<file path="src/logic/mrc_pkg.sv">
// Shared constants and types for the memory refresh controller.
`default_nettype none
package mrc_pkg;

  // ==========================================================================
  // Widths
  localparam int unsigned ADDR_W = 20;
  localparam int unsigned DATA_W = 16;
  localparam int unsigned OFS_W = 8;
  localparam int unsigned INTERVAL_W = 9;
  localparam int unsigned ROW_W = 12;
  localparam int unsigned BASE_W = 7;
  localparam int unsigned BLOCK_W = 12;

  // ==========================================================================
  // Register offsets inside the peripheral register block
  localparam logic [7:0] OFS_RELOC = 8'hA8;
  localparam logic [7:0] OFS_RBASE = 8'hB0;
  localparam logic [7:0] OFS_RTIME = 8'hB2;
  localparam logic [7:0] OFS_RCTRL = 8'hB4;
  localparam logic [7:0] OFS_RADDR = 8'hB6;

  // ==========================================================================
  // Field positions
  localparam int unsigned RELOC_MEM_BIT = 12;
  localparam int unsigned CTRL_EN_BIT = 15;
  localparam int unsigned ROW_LSB = 1;
  localparam int unsigned BASE_LSB = 13;
  localparam int unsigned BLOCK_LSB = 8;

  // ==========================================================================
  // Reset values and step constants
  localparam logic [15:0] RELOC_RST = 16'h00FF;
  localparam logic [6:0] RBASE_RST = 7'h00;
  localparam logic [8:0] RTIME_RST = 9'h000;
  localparam logic RCTRL_EN_RST = 1'b0;
  localparam logic [11:0] RADDR_RST = 12'h000;
  localparam logic [8:0] INTERVAL_ONE = 9'h001;
  localparam logic [11:0] ROW_STEP = 12'h001;
  localparam logic [2:0] LEN_STEP = 3'h1;

  // ==========================================================================
  // Bus cycle status codes, active-low lines s2..s0
  localparam logic [2:0] ST_RD_IO = 3'h1;
  localparam logic [2:0] ST_WR_IO = 3'h2;
  localparam logic [2:0] ST_RD_MEM = 3'h5;
  localparam logic [2:0] ST_WR_MEM = 3'h6;
  localparam logic [2:0] ST_IDLE = 3'h7;

  localparam logic [2:0] MIN_CYCLE_CLKS = 3'h4;

  typedef enum logic [2:0] {
    BUS_IDLE, BUS_T1, BUS_T2, BUS_T3, BUS_T4, BUS_HOLD
  } mrc_bus_e;

endpackage
`default_nettype wire

</file>
<file path="src/logic/mrc_top.sv">
// Refresh controller with its bus unit and register block decode.
// ============================================================================
// Notes on behaviour
// Refresh reads are requested without software.
// Nine-bit counter spaces requests by programmed clocks.
// Twelve-bit row address drives lines a1-a12.
// Lines a13-a19 come from programmable base.
// Every cycle has 20-bit address, strobes, status.
// Cycles last four clocks when ready is ignored, five or more when ended by ready.
// Hold request releases bus, grant answers, regain.
// Register block relocatable, memory or I/O space.
// Refresh keeps running during idle power mode.
// Refresh indicator low only during refresh cycles.
// Reset abandons any cycle and reinitialises.
// Cycle ends on ready unless chip-select ignores.
// Refresh waits cycle end; row increments after.
// Interval reloads; requests only while enabled.
`timescale 1ns/1ps
`default_nettype none
module mrc_top (
  input wire logic clock,
  input wire logic arst_n,
  input wire logic idle_mode,
  input wire logic reg_wr,
  input wire logic reg_rd,
  input wire logic reg_io,
  input wire logic [19:0] reg_addr,
  input wire logic [15:0] reg_wdata,
  output logic [15:0] reg_rdata,
  output logic reg_rvalid,
  input wire logic cpu_req,
  input wire logic cpu_we,
  input wire logic cpu_io,
  input wire logic [19:0] cpu_addr,
  input wire logic [15:0] cpu_wdata,
  output logic [15:0] cpu_rdata,
  output logic cpu_done,
  output logic [19:0] addr_out,
  output logic bus_oe,
  input wire logic [15:0] data_in,
  output logic [15:0] data_out,
  output logic data_oe,
  output logic rd_n,
  output logic wr_n,
  output logic [2:0] status_n,
  output logic refresh_n,
  input wire logic ready,
  input wire logic cs_ready_ignore,
  input wire logic hold,
  output logic hlda
);

  // ==========================================================================
  // Register block decode
  function automatic logic block_hit(input logic [19:0] a, input logic io,
                                     input logic [15:0] reloc);
    block_hit = (a[19:8] == reloc[11:0]) &&
                (reloc[mrc_pkg::RELOC_MEM_BIT] == !io);
  endfunction

  logic [15:0] reloc_reg, reloc_next;
  logic [6:0] base_reg, base_next;
  logic [8:0] time_reg, time_next;
  logic en_reg, en_next;
  logic [11:0] row_reg, row_next;
  logic [15:0] rdata_reg, rdata_next;
  logic rvalid_reg, rvalid_next;
  logic wr_hit, rd_hit;
  logic [7:0] wofs, rofs;
  logic [8:0] int_count;
  logic fire, pend_reg, pend_next;
  logic rdy_s, hold_s;
  logic rfsh_start, rfsh_done;

  assign wofs = reg_addr[7:0];
  assign rofs = reg_addr[7:0];
  assign wr_hit = reg_wr && block_hit(reg_addr, reg_io, reloc_reg);
  assign rd_hit = reg_rd && block_hit(reg_addr, reg_io, reloc_reg);

  // ==========================================================================
  // Registers
  always_comb begin
    reloc_next = reloc_reg;
    base_next = base_reg;
    time_next = time_reg;
    en_next = en_reg;
    row_next = row_reg;
    rdata_next = rdata_reg;
    rvalid_next = rd_hit;
    if (wr_hit) begin
      unique case (wofs)
        mrc_pkg::OFS_RELOC: reloc_next = reg_wdata;
        mrc_pkg::OFS_RBASE: base_next = reg_wdata[6:0];
        mrc_pkg::OFS_RTIME: time_next = reg_wdata[8:0];
        mrc_pkg::OFS_RCTRL: en_next = reg_wdata[mrc_pkg::CTRL_EN_BIT];
        mrc_pkg::OFS_RADDR: row_next = reg_wdata[12:1];
        default: ;
      endcase
    end
    // A finished refresh cycle outranks a software write to the row.
    if (rfsh_done) begin
      row_next = row_reg + mrc_pkg::ROW_STEP;
    end
    if (rd_hit) begin
      unique case (rofs)
        mrc_pkg::OFS_RELOC: rdata_next = reloc_reg;
        mrc_pkg::OFS_RBASE: rdata_next = {9'h000, base_reg};
        mrc_pkg::OFS_RTIME: rdata_next = {7'h00, time_reg};
        mrc_pkg::OFS_RCTRL: rdata_next = {en_reg, 6'h00, int_count};
        mrc_pkg::OFS_RADDR: rdata_next = {3'h0, row_reg, 1'b0};
        default: rdata_next = 16'h0000;
      endcase
    end
  end

  always_ff @(posedge clock or negedge arst_n) begin
    if (!arst_n) begin
      reloc_reg <= mrc_pkg::RELOC_RST;
      base_reg <= mrc_pkg::RBASE_RST;
      time_reg <= mrc_pkg::RTIME_RST;
      en_reg <= mrc_pkg::RCTRL_EN_RST;
      row_reg <= mrc_pkg::RADDR_RST;
      rdata_reg <= 16'h0000;
      rvalid_reg <= 1'b0;
    end else begin
      reloc_reg <= reloc_next;
      base_reg <= base_next;
      time_reg <= time_next;
      en_reg <= en_next;
      row_reg <= row_next;
      rdata_reg <= rdata_next;
      rvalid_reg <= rvalid_next;
    end
  end

  assign reg_rdata = rdata_reg;
  assign reg_rvalid = rvalid_reg;

  // ==========================================================================
  // Refresh timing; idle_mode is deliberately not an input here.
  mrc_interval u_interval (
    .clock(clock),
    .arst_n(arst_n),
    .enable(en_reg),
    .reload(wr_hit && wofs == mrc_pkg::OFS_RTIME),
    .interval(time_reg),
    .fire(fire),
    .count(int_count)
  );

  mrc_sync u_ready_sync (
    .clock(clock),
    .arst_n(arst_n),
    .pin(ready),
    .level(rdy_s)
  );

  mrc_sync u_hold_sync (
    .clock(clock),
    .arst_n(arst_n),
    .pin(hold),
    .level(hold_s)
  );

  // Set wins over the clear taken when the refresh cycle starts.
  always_comb begin
    pend_next = fire || (pend_reg && !rfsh_start);
  end

  always_ff @(posedge clock or negedge arst_n) begin
    if (!arst_n) begin
      pend_reg <= 1'b0;
    end else begin
      pend_reg <= pend_next;
    end
  end

  // ==========================================================================
  // Bus unit
  mrc_pkg::mrc_bus_e state_reg, state_next;
  logic rfsh_reg, rfsh_next;
  logic we_reg, we_next;
  logic [19:0] addr_reg, addr_next;
  logic [15:0] wdata_reg, wdata_next;
  logic [15:0] cdata_reg, cdata_next;
  logic [2:0] st_reg, st_next;
  logic [2:0] len_reg, len_next;
  logic in_cycle, strobe;

  always_comb begin
    state_next = state_reg;
    rfsh_next = rfsh_reg;
    we_next = we_reg;
    addr_next = addr_reg;
    wdata_next = wdata_reg;
    cdata_next = cdata_reg;
    st_next = st_reg;
    rfsh_start = 1'b0;
    unique case (state_reg)
      mrc_pkg::BUS_IDLE: begin
        if (hold_s) begin
          state_next = mrc_pkg::BUS_HOLD;
        end else if (pend_reg) begin
          state_next = mrc_pkg::BUS_T1;
          rfsh_start = 1'b1;
          rfsh_next = 1'b1;
          we_next = 1'b0;
          addr_next = {base_reg, row_reg, 1'b0}; // see
          st_next = mrc_pkg::ST_RD_MEM;
        end else if (cpu_req && !idle_mode) begin
          state_next = mrc_pkg::BUS_T1;
          rfsh_next = 1'b0;
          we_next = cpu_we;
          addr_next = cpu_addr;
          wdata_next = cpu_wdata;
          if (cpu_io) begin
            st_next = cpu_we ? mrc_pkg::ST_WR_IO : mrc_pkg::ST_RD_IO;
          end else begin
            st_next = cpu_we ? mrc_pkg::ST_WR_MEM : mrc_pkg::ST_RD_MEM;
          end
        end
      end
      mrc_pkg::BUS_T1: state_next = mrc_pkg::BUS_T2;
      mrc_pkg::BUS_T2: state_next = mrc_pkg::BUS_T3;
      mrc_pkg::BUS_T3: begin
        // Synced ready may be stale on the first T3 clock; wait one more.
        if ((rdy_s &&
             len_reg >= mrc_pkg::MIN_CYCLE_CLKS - mrc_pkg::LEN_STEP) ||
            cs_ready_ignore) begin
          state_next = mrc_pkg::BUS_T4;
          cdata_next = (we_reg || rfsh_reg) ? cdata_reg : data_in;
        end
      end
      mrc_pkg::BUS_T4: begin
        state_next = mrc_pkg::BUS_IDLE;
        st_next = mrc_pkg::ST_IDLE;
      end
      mrc_pkg::BUS_HOLD: begin
        if (!hold_s) begin
          state_next = mrc_pkg::BUS_IDLE;
        end
      end
    endcase
  end

  assign in_cycle = state_reg == mrc_pkg::BUS_T1 ||
                    state_reg == mrc_pkg::BUS_T2 ||
                    state_reg == mrc_pkg::BUS_T3 ||
                    state_reg == mrc_pkg::BUS_T4;
  assign strobe = state_reg == mrc_pkg::BUS_T2 ||
                  state_reg == mrc_pkg::BUS_T3;
  assign len_next = !in_cycle ? 3'h0 :
                    (&len_reg) ? len_reg : len_reg + mrc_pkg::LEN_STEP;
  assign rfsh_done = state_reg == mrc_pkg::BUS_T4 && rfsh_reg;

  // Reset drops any cycle in flight at once, refresh included.
  always_ff @(posedge clock or negedge arst_n) begin
    if (!arst_n) begin
      state_reg <= mrc_pkg::BUS_IDLE;
      rfsh_reg <= 1'b0;
      we_reg <= 1'b0;
      addr_reg <= 20'h00000;
      wdata_reg <= 16'h0000;
      cdata_reg <= 16'h0000;
      st_reg <= mrc_pkg::ST_IDLE;
      len_reg <= 3'h0;
    end else begin
      state_reg <= state_next;
      rfsh_reg <= rfsh_next;
      we_reg <= we_next;
      addr_reg <= addr_next;
      wdata_reg <= wdata_next;
      cdata_reg <= cdata_next;
      st_reg <= st_next;
      len_reg <= len_next;
    end
  end

  assign addr_out = addr_reg;
  assign status_n = st_reg;
  assign bus_oe = state_reg != mrc_pkg::BUS_HOLD;
  assign hlda = state_reg == mrc_pkg::BUS_HOLD;
  assign rd_n = !(strobe && !we_reg);
  assign wr_n = !(strobe && we_reg);
  assign data_out = wdata_reg;
  assign data_oe = we_reg && in_cycle && state_reg != mrc_pkg::BUS_T1;
  assign refresh_n = !(in_cycle && rfsh_reg);
  assign cpu_done = state_reg == mrc_pkg::BUS_T4 && !rfsh_reg;
  assign cpu_rdata = cdata_reg;
endmodule
`default_nettype wire

</file>
<file path="src/logic/mrc_sync.sv">
// Three-stage input synchroniser with agreement filter.
`timescale 1ns/1ps
`default_nettype none
module mrc_sync (
  input wire logic clock,
  input wire logic arst_n,
  input wire logic pin,
  output logic level
);

  logic s1_reg, s2_reg, s3_reg, level_reg;
  logic level_next;

  // ==========================================================================
  // Stage one is read only by stage two; the filter looks at two and three.
  always_comb begin
    level_next = level_reg;
    if (s2_reg == s3_reg) begin
      level_next = s3_reg;
    end
  end

  always_ff @(posedge clock or negedge arst_n) begin
    if (!arst_n) begin
      s1_reg <= 1'b0;
      s2_reg <= 1'b0;
      s3_reg <= 1'b0;
      level_reg <= 1'b0;
    end else begin
      s1_reg <= pin;
      s2_reg <= s1_reg;
      s3_reg <= s2_reg;
      level_reg <= level_next;
    end
  end

  assign level = level_reg;

endmodule
`default_nettype wire

</file>
<file path="src/logic/mrc_interval.sv">
// Refresh interval down-counter.
`timescale 1ns/1ps
`default_nettype none
module mrc_interval (
  input wire logic clock,
  input wire logic arst_n,
  input wire logic enable,
  input wire logic reload,
  input wire logic [8:0] interval,
  output logic fire,
  output logic [8:0] count
);

  logic [8:0] count_reg, count_next;
  logic fire_reg, fire_next;

  // ==========================================================================
  // A value of 0 or 1 requests on every clock.
  always_comb begin
    count_next = count_reg;
    fire_next = 1'b0;
    if (reload || !enable) begin
      count_next = interval;
    end else if (count_reg <= mrc_pkg::INTERVAL_ONE) begin
      count_next = interval;
      fire_next = 1'b1;
    end else begin
      count_next = count_reg - mrc_pkg::INTERVAL_ONE;
    end
  end

  always_ff @(posedge clock or negedge arst_n) begin
    if (!arst_n) begin
      count_reg <= mrc_pkg::RTIME_RST;
      fire_reg <= 1'b0;
    end else begin
      count_reg <= count_next;
      fire_reg <= fire_next;
    end
  end

  assign fire = fire_reg;
  assign count = count_reg;
endmodule
`default_nettype wire

</file>
<file path="config.mk">
export PLATFORM = sky130hd
export DESIGN_NAME = mrc_top
export DESIGN_NICKNAME = d
export VERILOG_FILES = /design/src/logic/mrc_pkg.sv /design/src/logic/mrc_top.sv /design/src/logic/mrc_sync.sv /design/src/logic/mrc_interval.sv
export SDC_FILE = /design/constraint.sdc
export NUM_CORES = 1
export LEC_CHECK = 0
export BUFFER_PORTS_ARGS = -buffer_cell sky130_fd_sc_hd__buf_2
export CAP_MARGIN = 15
export CORE_ASPECT_RATIO = 2
export CORE_UTILIZATION = 55
export CTS_BUF_LIST = sky130_fd_sc_hd__clkbuf_8
export DETAILED_ROUTE_END_ITERATION = 16
export MAX_ROUTING_LAYER = met4
export PLACE_DENSITY = 0.83
export REMOVE_ABC_BUFFERS = 1
export SLEW_MARGIN = 20
export SYNTH_ARGS = -nofsm -noshare
export SYNTH_HDL_FRONTEND = slang
export SYNTH_SLANG_ARGS = --single-unit
</file>
<file path="constraint.sdc">
create_clock -name clock -period 3.9 [get_ports clock]
set_input_delay 1.17 -clock clock [delete_from_list [all_inputs] [get_ports clock]]
set_output_delay 1.17 -clock clock [all_outputs]
set_load 0.02 [all_outputs]
</file>
==> results of run 1 <==
## routing by layer
metal / vias up / wire [µm]
met5: - / 0
met4: 0 / 827
met3: 70 / 754
met2: 204 / 9800
met1: 2570 / 5830
li1: 2337 / -
## how the worst min path moves through the flow
stage                          endpoint  slack (ns)                 from
floorplan            u_hold_sync.s2_reg        0.33   u_hold_sync.s1_reg
global placement     u_hold_sync.s2_reg        0.34   u_hold_sync.s1_reg
detailed placement   u_hold_sync.s2_reg        0.35   u_hold_sync.s1_reg
CTS                 u_ready_sync.s2_reg        0.37  u_ready_sync.s1_reg
global route        u_ready_sync.s2_reg        0.37  u_ready_sync.s1_reg
finish              u_ready_sync.s2_reg        0.36  u_ready_sync.s1_reg
## cells by family after synthesis
| family | after synthesis |
|---|---|
| mux | 129 |
| compound gates | 67 |
| flops | 144 |
| fa+ha+maj | 8 |
| simple gates | 135 |
| buf+inv | 39 |
| xor+xnor | 31 |
## layout make-up
class | instances | area [µm²]
inverters | 20 | 75.1
repair buffers | 184 | 955
fillers | 869 | 3560
diodes | 1 | 2.50
flip-flops and latches | 144 | 3620
multi-input cells | 370 | 2940
clock buffers | 17 | 234
clock inverters | 15 | 210
well taps | 145 | 181
## per-stage QoR
stage                     utilization (%)  hold WS [ns]  setup slack, ns
after floorplan                         -         0.331            0.784
after global placement               66.0         0.336            0.543
after detailed placement             66.0         0.346            0.419
after CTS                            69.7         0.366            0.891
after global routing                 69.7         0.369            0.781
final                                69.7         0.360            0.857
## placed cells by master (no fill, tap or decap), types with 8 or more instances in the layout
master and count:
dfstp_2 11, nand4_1 8, xnor2_1 18, dfrtp_1 133, mux2i_1 37, xor2_1 13
nand3_1 9, nand2_1 52, clkbuf_8 17, nor2_1 20, mux2_2 92, o21ai_0 30
inv_1 20, buf_2 177
## worst max-delay path, stage by stage
cell     delay, ns
buf_2         0.12
xor2_1        0.16
or4_4         0.55
nor4_4        0.60
nand3_2       0.38
mux2_2        0.38
## report_power, final
| part | switching (W) | leakage, nW | internal (W) |
|---|---|---|---|
| Clock | 0.000597 | 0.222 | 0.000707 |
| Sequential | 0.000242 | 1.82 | 0.00185 |
| Combinational | 0.000865 | 2.08 | 0.000565 |
==> out/metrics.csv, run 1 <==
stage;metric;value;unit
clocking;tritoncts;done;
global_route;met1_usage;28.5;%
logic_synthesis;synth_area_leaders;dfrtp_1 (50%), mux2_2 (15%), mux2i_1 (5.5%);
global_route;grt_pass1_wl;26.8;mm
clocking;cts_root_buf;clkbuf_8;
run;maxCapViolCount;0;
pwr;power_density;588;nW/µm²
logic_synthesis;synthMuxAreaShare;21.0;%
sta;slew-limit-headroom;32.9;%
place;routabilityCongestion;0.922;
global_route;grtUsageMet3;5.76;%
logic_synthesis;synth-seq-cells;144;
clocking;worstSkewPairLatency;0.44;ns
routing;vias;5181;
sta;rsz0062_at_grt;false;
place;port_buffers;178;
sta;finClkSkew;0.00958;ns
die;dieArea;12600;µm²
die;boundaryPins;179;
pwr;p_leak;4.13;nW
layout;synthToLayoutAreaGrowth;22.6;%
logic_synthesis;async_flop_share;100;%
clocking;clkTransAtPathRegs;0.09;ns
sta;setup_tns;0;ns
pwr;ir_drop;0.513;mV
worst_setup_path;critical_path_class;in -> reg;
logic_synthesis;synth_cells;553;
sta;fin_crit_sh;78.0;%
layout;drive_above_1_share;44.5;%
global_route;top_usage_layer;met2;
die;dieWidth;80.0;µm
clocking;cts_buffers;17;
clocking;cts_sinks;144;
routing;dr.pass1.iters;6;
global_route;overflow;0;
clocking;cts_setup_buffers;0;
sta;finalCriticalPeriod;3.04;ns
logic_synthesis;yosysMostFrequentCell;dfrtp_1;
place;hpwl;12.9;mm
logic_synthesis;yosysTopAreaCellShare;49.7;%
logic_synthesis;synth_compound_area_share;6.58;%
place;placedCellCount;863;
logic_synthesis;ys_types;58;
sta;finalSetupViolations;0;
worst_setup_path;critPathCapture;row_reg[9];
sta;tightest_slew;1.01;ns
logic_synthesis;synth_edf_count;0;
global_route;grtUsageTotal;29.6;%
clocking;ctsResizeCount;0;
clocking;clock_path_buffers;2;
clocking;hold_buffers;0;
logic_synthesis;ys_warn_count;0;
worst_setup_path;crit_start;reg_addr[8];
sta;finalHoldViolations;0;
logic_synthesis;avgSynthCellArea;12.1;µm²
routing;via_per_inst;5.78;
sta;report.final.slew_viol_count;0;
routing;postRouteAntennaNets;0;
routing;drc;0;
worst_setup_path;startpoint_type;primary input;
routing;drt-initial-drc-count;375;
worst_setup_path;required;4.22;ns
logic_synthesis;synth_fa_ha_area_share;1.42;%
hold_path;hold-path-cell-count;0;
pwr;total_power;0.00483;W
worst_setup_path;crit_path_end_kind;flop;
worst_setup_path;reg2reg_depth;5;
place;place_area;7760;µm²
logic_synthesis;synth-main-ff-cell;dfrtp_1;
die;rows;56;
layout;final_cell_area;8210;µm²
global_route;grt_pass1_vias;5502;
die;dieHeight;158;µm
worst_setup_path;r2r_start;reloc_reg[0];
worst_setup_path;cp.arrival;3.37;ns
worst_setup_path;r2r-end;row_reg[9];
worst_setup_path;worstPathMaxFanout;9;
sta;max_freq;329;MHz
layout;fin_cells;896;
worst_setup_path;reg2reg_slack;1.21;ns
die;start_util;56.9;%
clocking;htreeDepth;4;
logic_synthesis;synth_xor_area_share;4.05;%
logic_synthesis;ys_seq_area_share;54.0;%
global_route;grt_antenna_before_repair;1;
die;coreArea;11800;µm²
status;status;finished, final reports clean;
global_route;grt_max_degree;85;
logic_synthesis;synth_commonest_cells;dfrtp_1 (133), mux2_2 (92), nand2_1 (52);
routing;drt_wl_total;17.2;mm
logic_synthesis;yosys.area_share.simple;10.6;%
layout;nets;843;
hold_path;hp-class;reg -> reg;
global_route;grt_use_met2;53.7;%
layout;largest_reg_flops;20;
logic_synthesis;synth_top_family_by_area;multiplexers;
logic_synthesis;yosys.area.top_type;dfrtp_1;
logic_synthesis;synthesis.area;6700;µm²
routing;wire_per_inst;19.2;µm
Note: power is estimated with default switching activity, not from simulation.
==> run 2, diff against run 1 <==
==> constraint.sdc (replaced) <==
create_clock -name clock -period 3.1 [get_ports clock]
set_input_delay 0.93 -clock clock [delete_from_list [all_inputs] [get_ports clock]]
set_output_delay 0.93 -clock clock [all_outputs]
set_load 0.02 [all_outputs]
==> out/metrics.csv, run 2 (synthesized netlist as in run 1, its figures left out) <==
stage;metric;value;unit;change
pwr;total_power;0.00604;W;+25%
sta;finClkSkew;0.0157;ns;+0.00615 ns
clocking;clkTransAtPathRegs;0.08;ns;about the same
worst_setup_path;crit_path_end_kind;output port;;
worst_setup_path;cp_cell_sequence;nor2_1, xor2_1, inv_1, nand2_1, buf_2;;
routing;via_per_inst;5.62;;-2.8%
place;port_buffers;178;;unchanged
global_route;grt_antenna_before_repair;1;;unchanged
routing;vias;5092;;-1.7%
die;coreArea;11800;µm²;unchanged
die;start_util;56.9;%;unchanged
clocking;cts_root_buf;clkbuf_8;;
sta;tightest_slew;0.536;ns;-0.470 ns
clocking;htreeDepth;4;;unchanged
die;rows;56;;unchanged
sta;report.final.slew_viol_count;0;;unchanged
worst_setup_path;max_stage_delay;0.45;ns;-0.15 ns
place;routabilityCongestion;0.868;;-5.9%
worst_setup_path;worstPathMaxFanout;7;;-2
sta;finalCriticalPeriod;2.80;ns;
global_route;grt_pass1_vias;5366;;-2.5%
pwr;p_leak;4.18;nW;+1.4%
routing;dr.pass1.iters;5;;-1
layout;largest_reg_flops;20;;unchanged
layout;layout_commonest_cell;buf_2;;
sta;finalHoldViolations;0;;unchanged
layout;nets;853;;+1.2%
routing;drt-initial-drc-count;320;;-15%
run;maxCapViolCount;0;;unchanged
die;boundaryPins;179;;unchanged
routing;drc;0;;unchanged
worst_setup_path;critical_path_class;reg -> out;;
clocking;cts_sinks;144;;unchanged
sta;finalSetupViolations;0;;unchanged
sta;setup_tns;0;ns;unchanged
clocking;hold_buffers;0;;unchanged
layout;drive_above_1_share;45.3;%;+0.73 points
die;dieHeight;158;µm;unchanged
layout;fin_cells;906;;+1.1%
routing;drt_wl_total;17.0;mm;-1.2%
routing;wire_per_inst;18.8;µm;-2.3%
clocking;cts_buffers;17;;unchanged
sta;max_freq;357;MHz;
pwr;ir_drop;0.629;mV;+22%
layout;synthToLayoutAreaGrowth;23.8;%;
layout;utilization;70.4;%;+0.69 points
sta;fin_crit_sh;90.4;%;
layout;layout_common_cells;buf_2 (177), dfrtp_1 (133), mux2_2 (92), nand2_1 (52), mux2i_1 (37);;
worst_setup_path;timing.critical_path.buf_inv;2;;+1
die;dieWidth;80.0;µm;unchanged
sta;rsz0062_at_grt;false;;
worst_setup_path;cpMaxStageDelayCell;dfrtp_1;;
global_route;overflow;0;;unchanged
worst_setup_path;startpoint_type;flop;;
clocking;ctsResizeCount;0;;unchanged
sta;slew-limit-headroom;63.9;%;+31 points
worst_setup_path;required;2.17;ns;-2.05 ns
routing;postRouteAntennaNets;0;;unchanged
clocking;worstSkewPairLatency;0.45;ns;about the same
global_route;grtUsageTotal;29.0;%;-0.57 points
worst_setup_path;cp.arrival;1.87;ns;-1.50 ns
global_route;grt_max_degree;69;;-19%
die;dieArea;12600;µm²;unchanged
clocking;clock_path_buffers;2;;unchanged
hold_path;hp-class;reg -> reg;;
global_route;grt_pass1_wl;26.2;mm;-2.0%
clocking;cts_setup_buffers;0;;unchanged
pwr;power_density;728;nW/µm²;+24%
status;status;finished, final reports clean;;
place;placedCellCount;873;;+1.2%
clocking;tritoncts;done;;
worst_setup_path;cp_top_family;flip-flops;;
place;hpwl;13.0;mm;+0.63%
## run 2: changes by cell type in the layout (fill, tap and decap cells not counted), sizes merged
cell	change
buf	+10
clkbuf	+2
bufinv	-1
clkinv	-1
clkinvlp	-1
inv	+1
## run 2: metal layers
layer / GRT usage, % / up-vias / wire length, µm
met5: - / - / 0
met3: 6.46 / 43 / 692
met2: 53.4 / 174 / 9810
met1: 27.9 / 2527 / 5910
met4: 13.8 / 0 / 605
li1: - / 2348 / -
## run 2: report_power, final
group          leakage, nW  internal [W]  switching [W]  total, W
sequential            1.82       0.00233       0.000303   0.00263
combinational         2.14      0.000715        0.00107   0.00179
clock                0.223      0.000857       0.000760   0.00162
## run 2: final timing paths
check / depth (start not counted) / end / startpoint / slack, ns
max: 5 / refresh_n / state_reg[0] / 0.30
min: 0 / u_ready_sync.s2_reg / u_ready_sync.s1_reg / 0.35
max reg2reg: 6 / row_reg[4] / reloc_reg[0] / 0.70
min reg2reg: 0 / u_ready_sync.s2_reg / u_ready_sync.s1_reg / 0.35
max in group asynchronous: 2 / time_reg[6] / arst_n / 1.92
min in group asynchronous: 1 / we_reg / arst_n / 0.40
## run 2: final cells by class
type                            count  area, µm²
Sequential cell                   144       3620
Clock buffer                       19        262
Multi-Input combinational cell    370       2940
Antenna cell                        1       2.50
Fill cell                         876       3480
Timing Repair Buffer              194       1040
Inverter                           20       75.1
Clock inverter                     13        176
Tap cell                          145        181
## run 2: through the flow
step	hold WS, ns	instance area, µm²	setup slack, ns
after detailed placement	0.337	7850	0.153
after global placement	0.337	7850	0.197
after floorplan	0.331	6610	0.224
after global routing	0.364	8290	0.170
final	0.353	8290	0.296
after CTS	0.356	8290	0.276
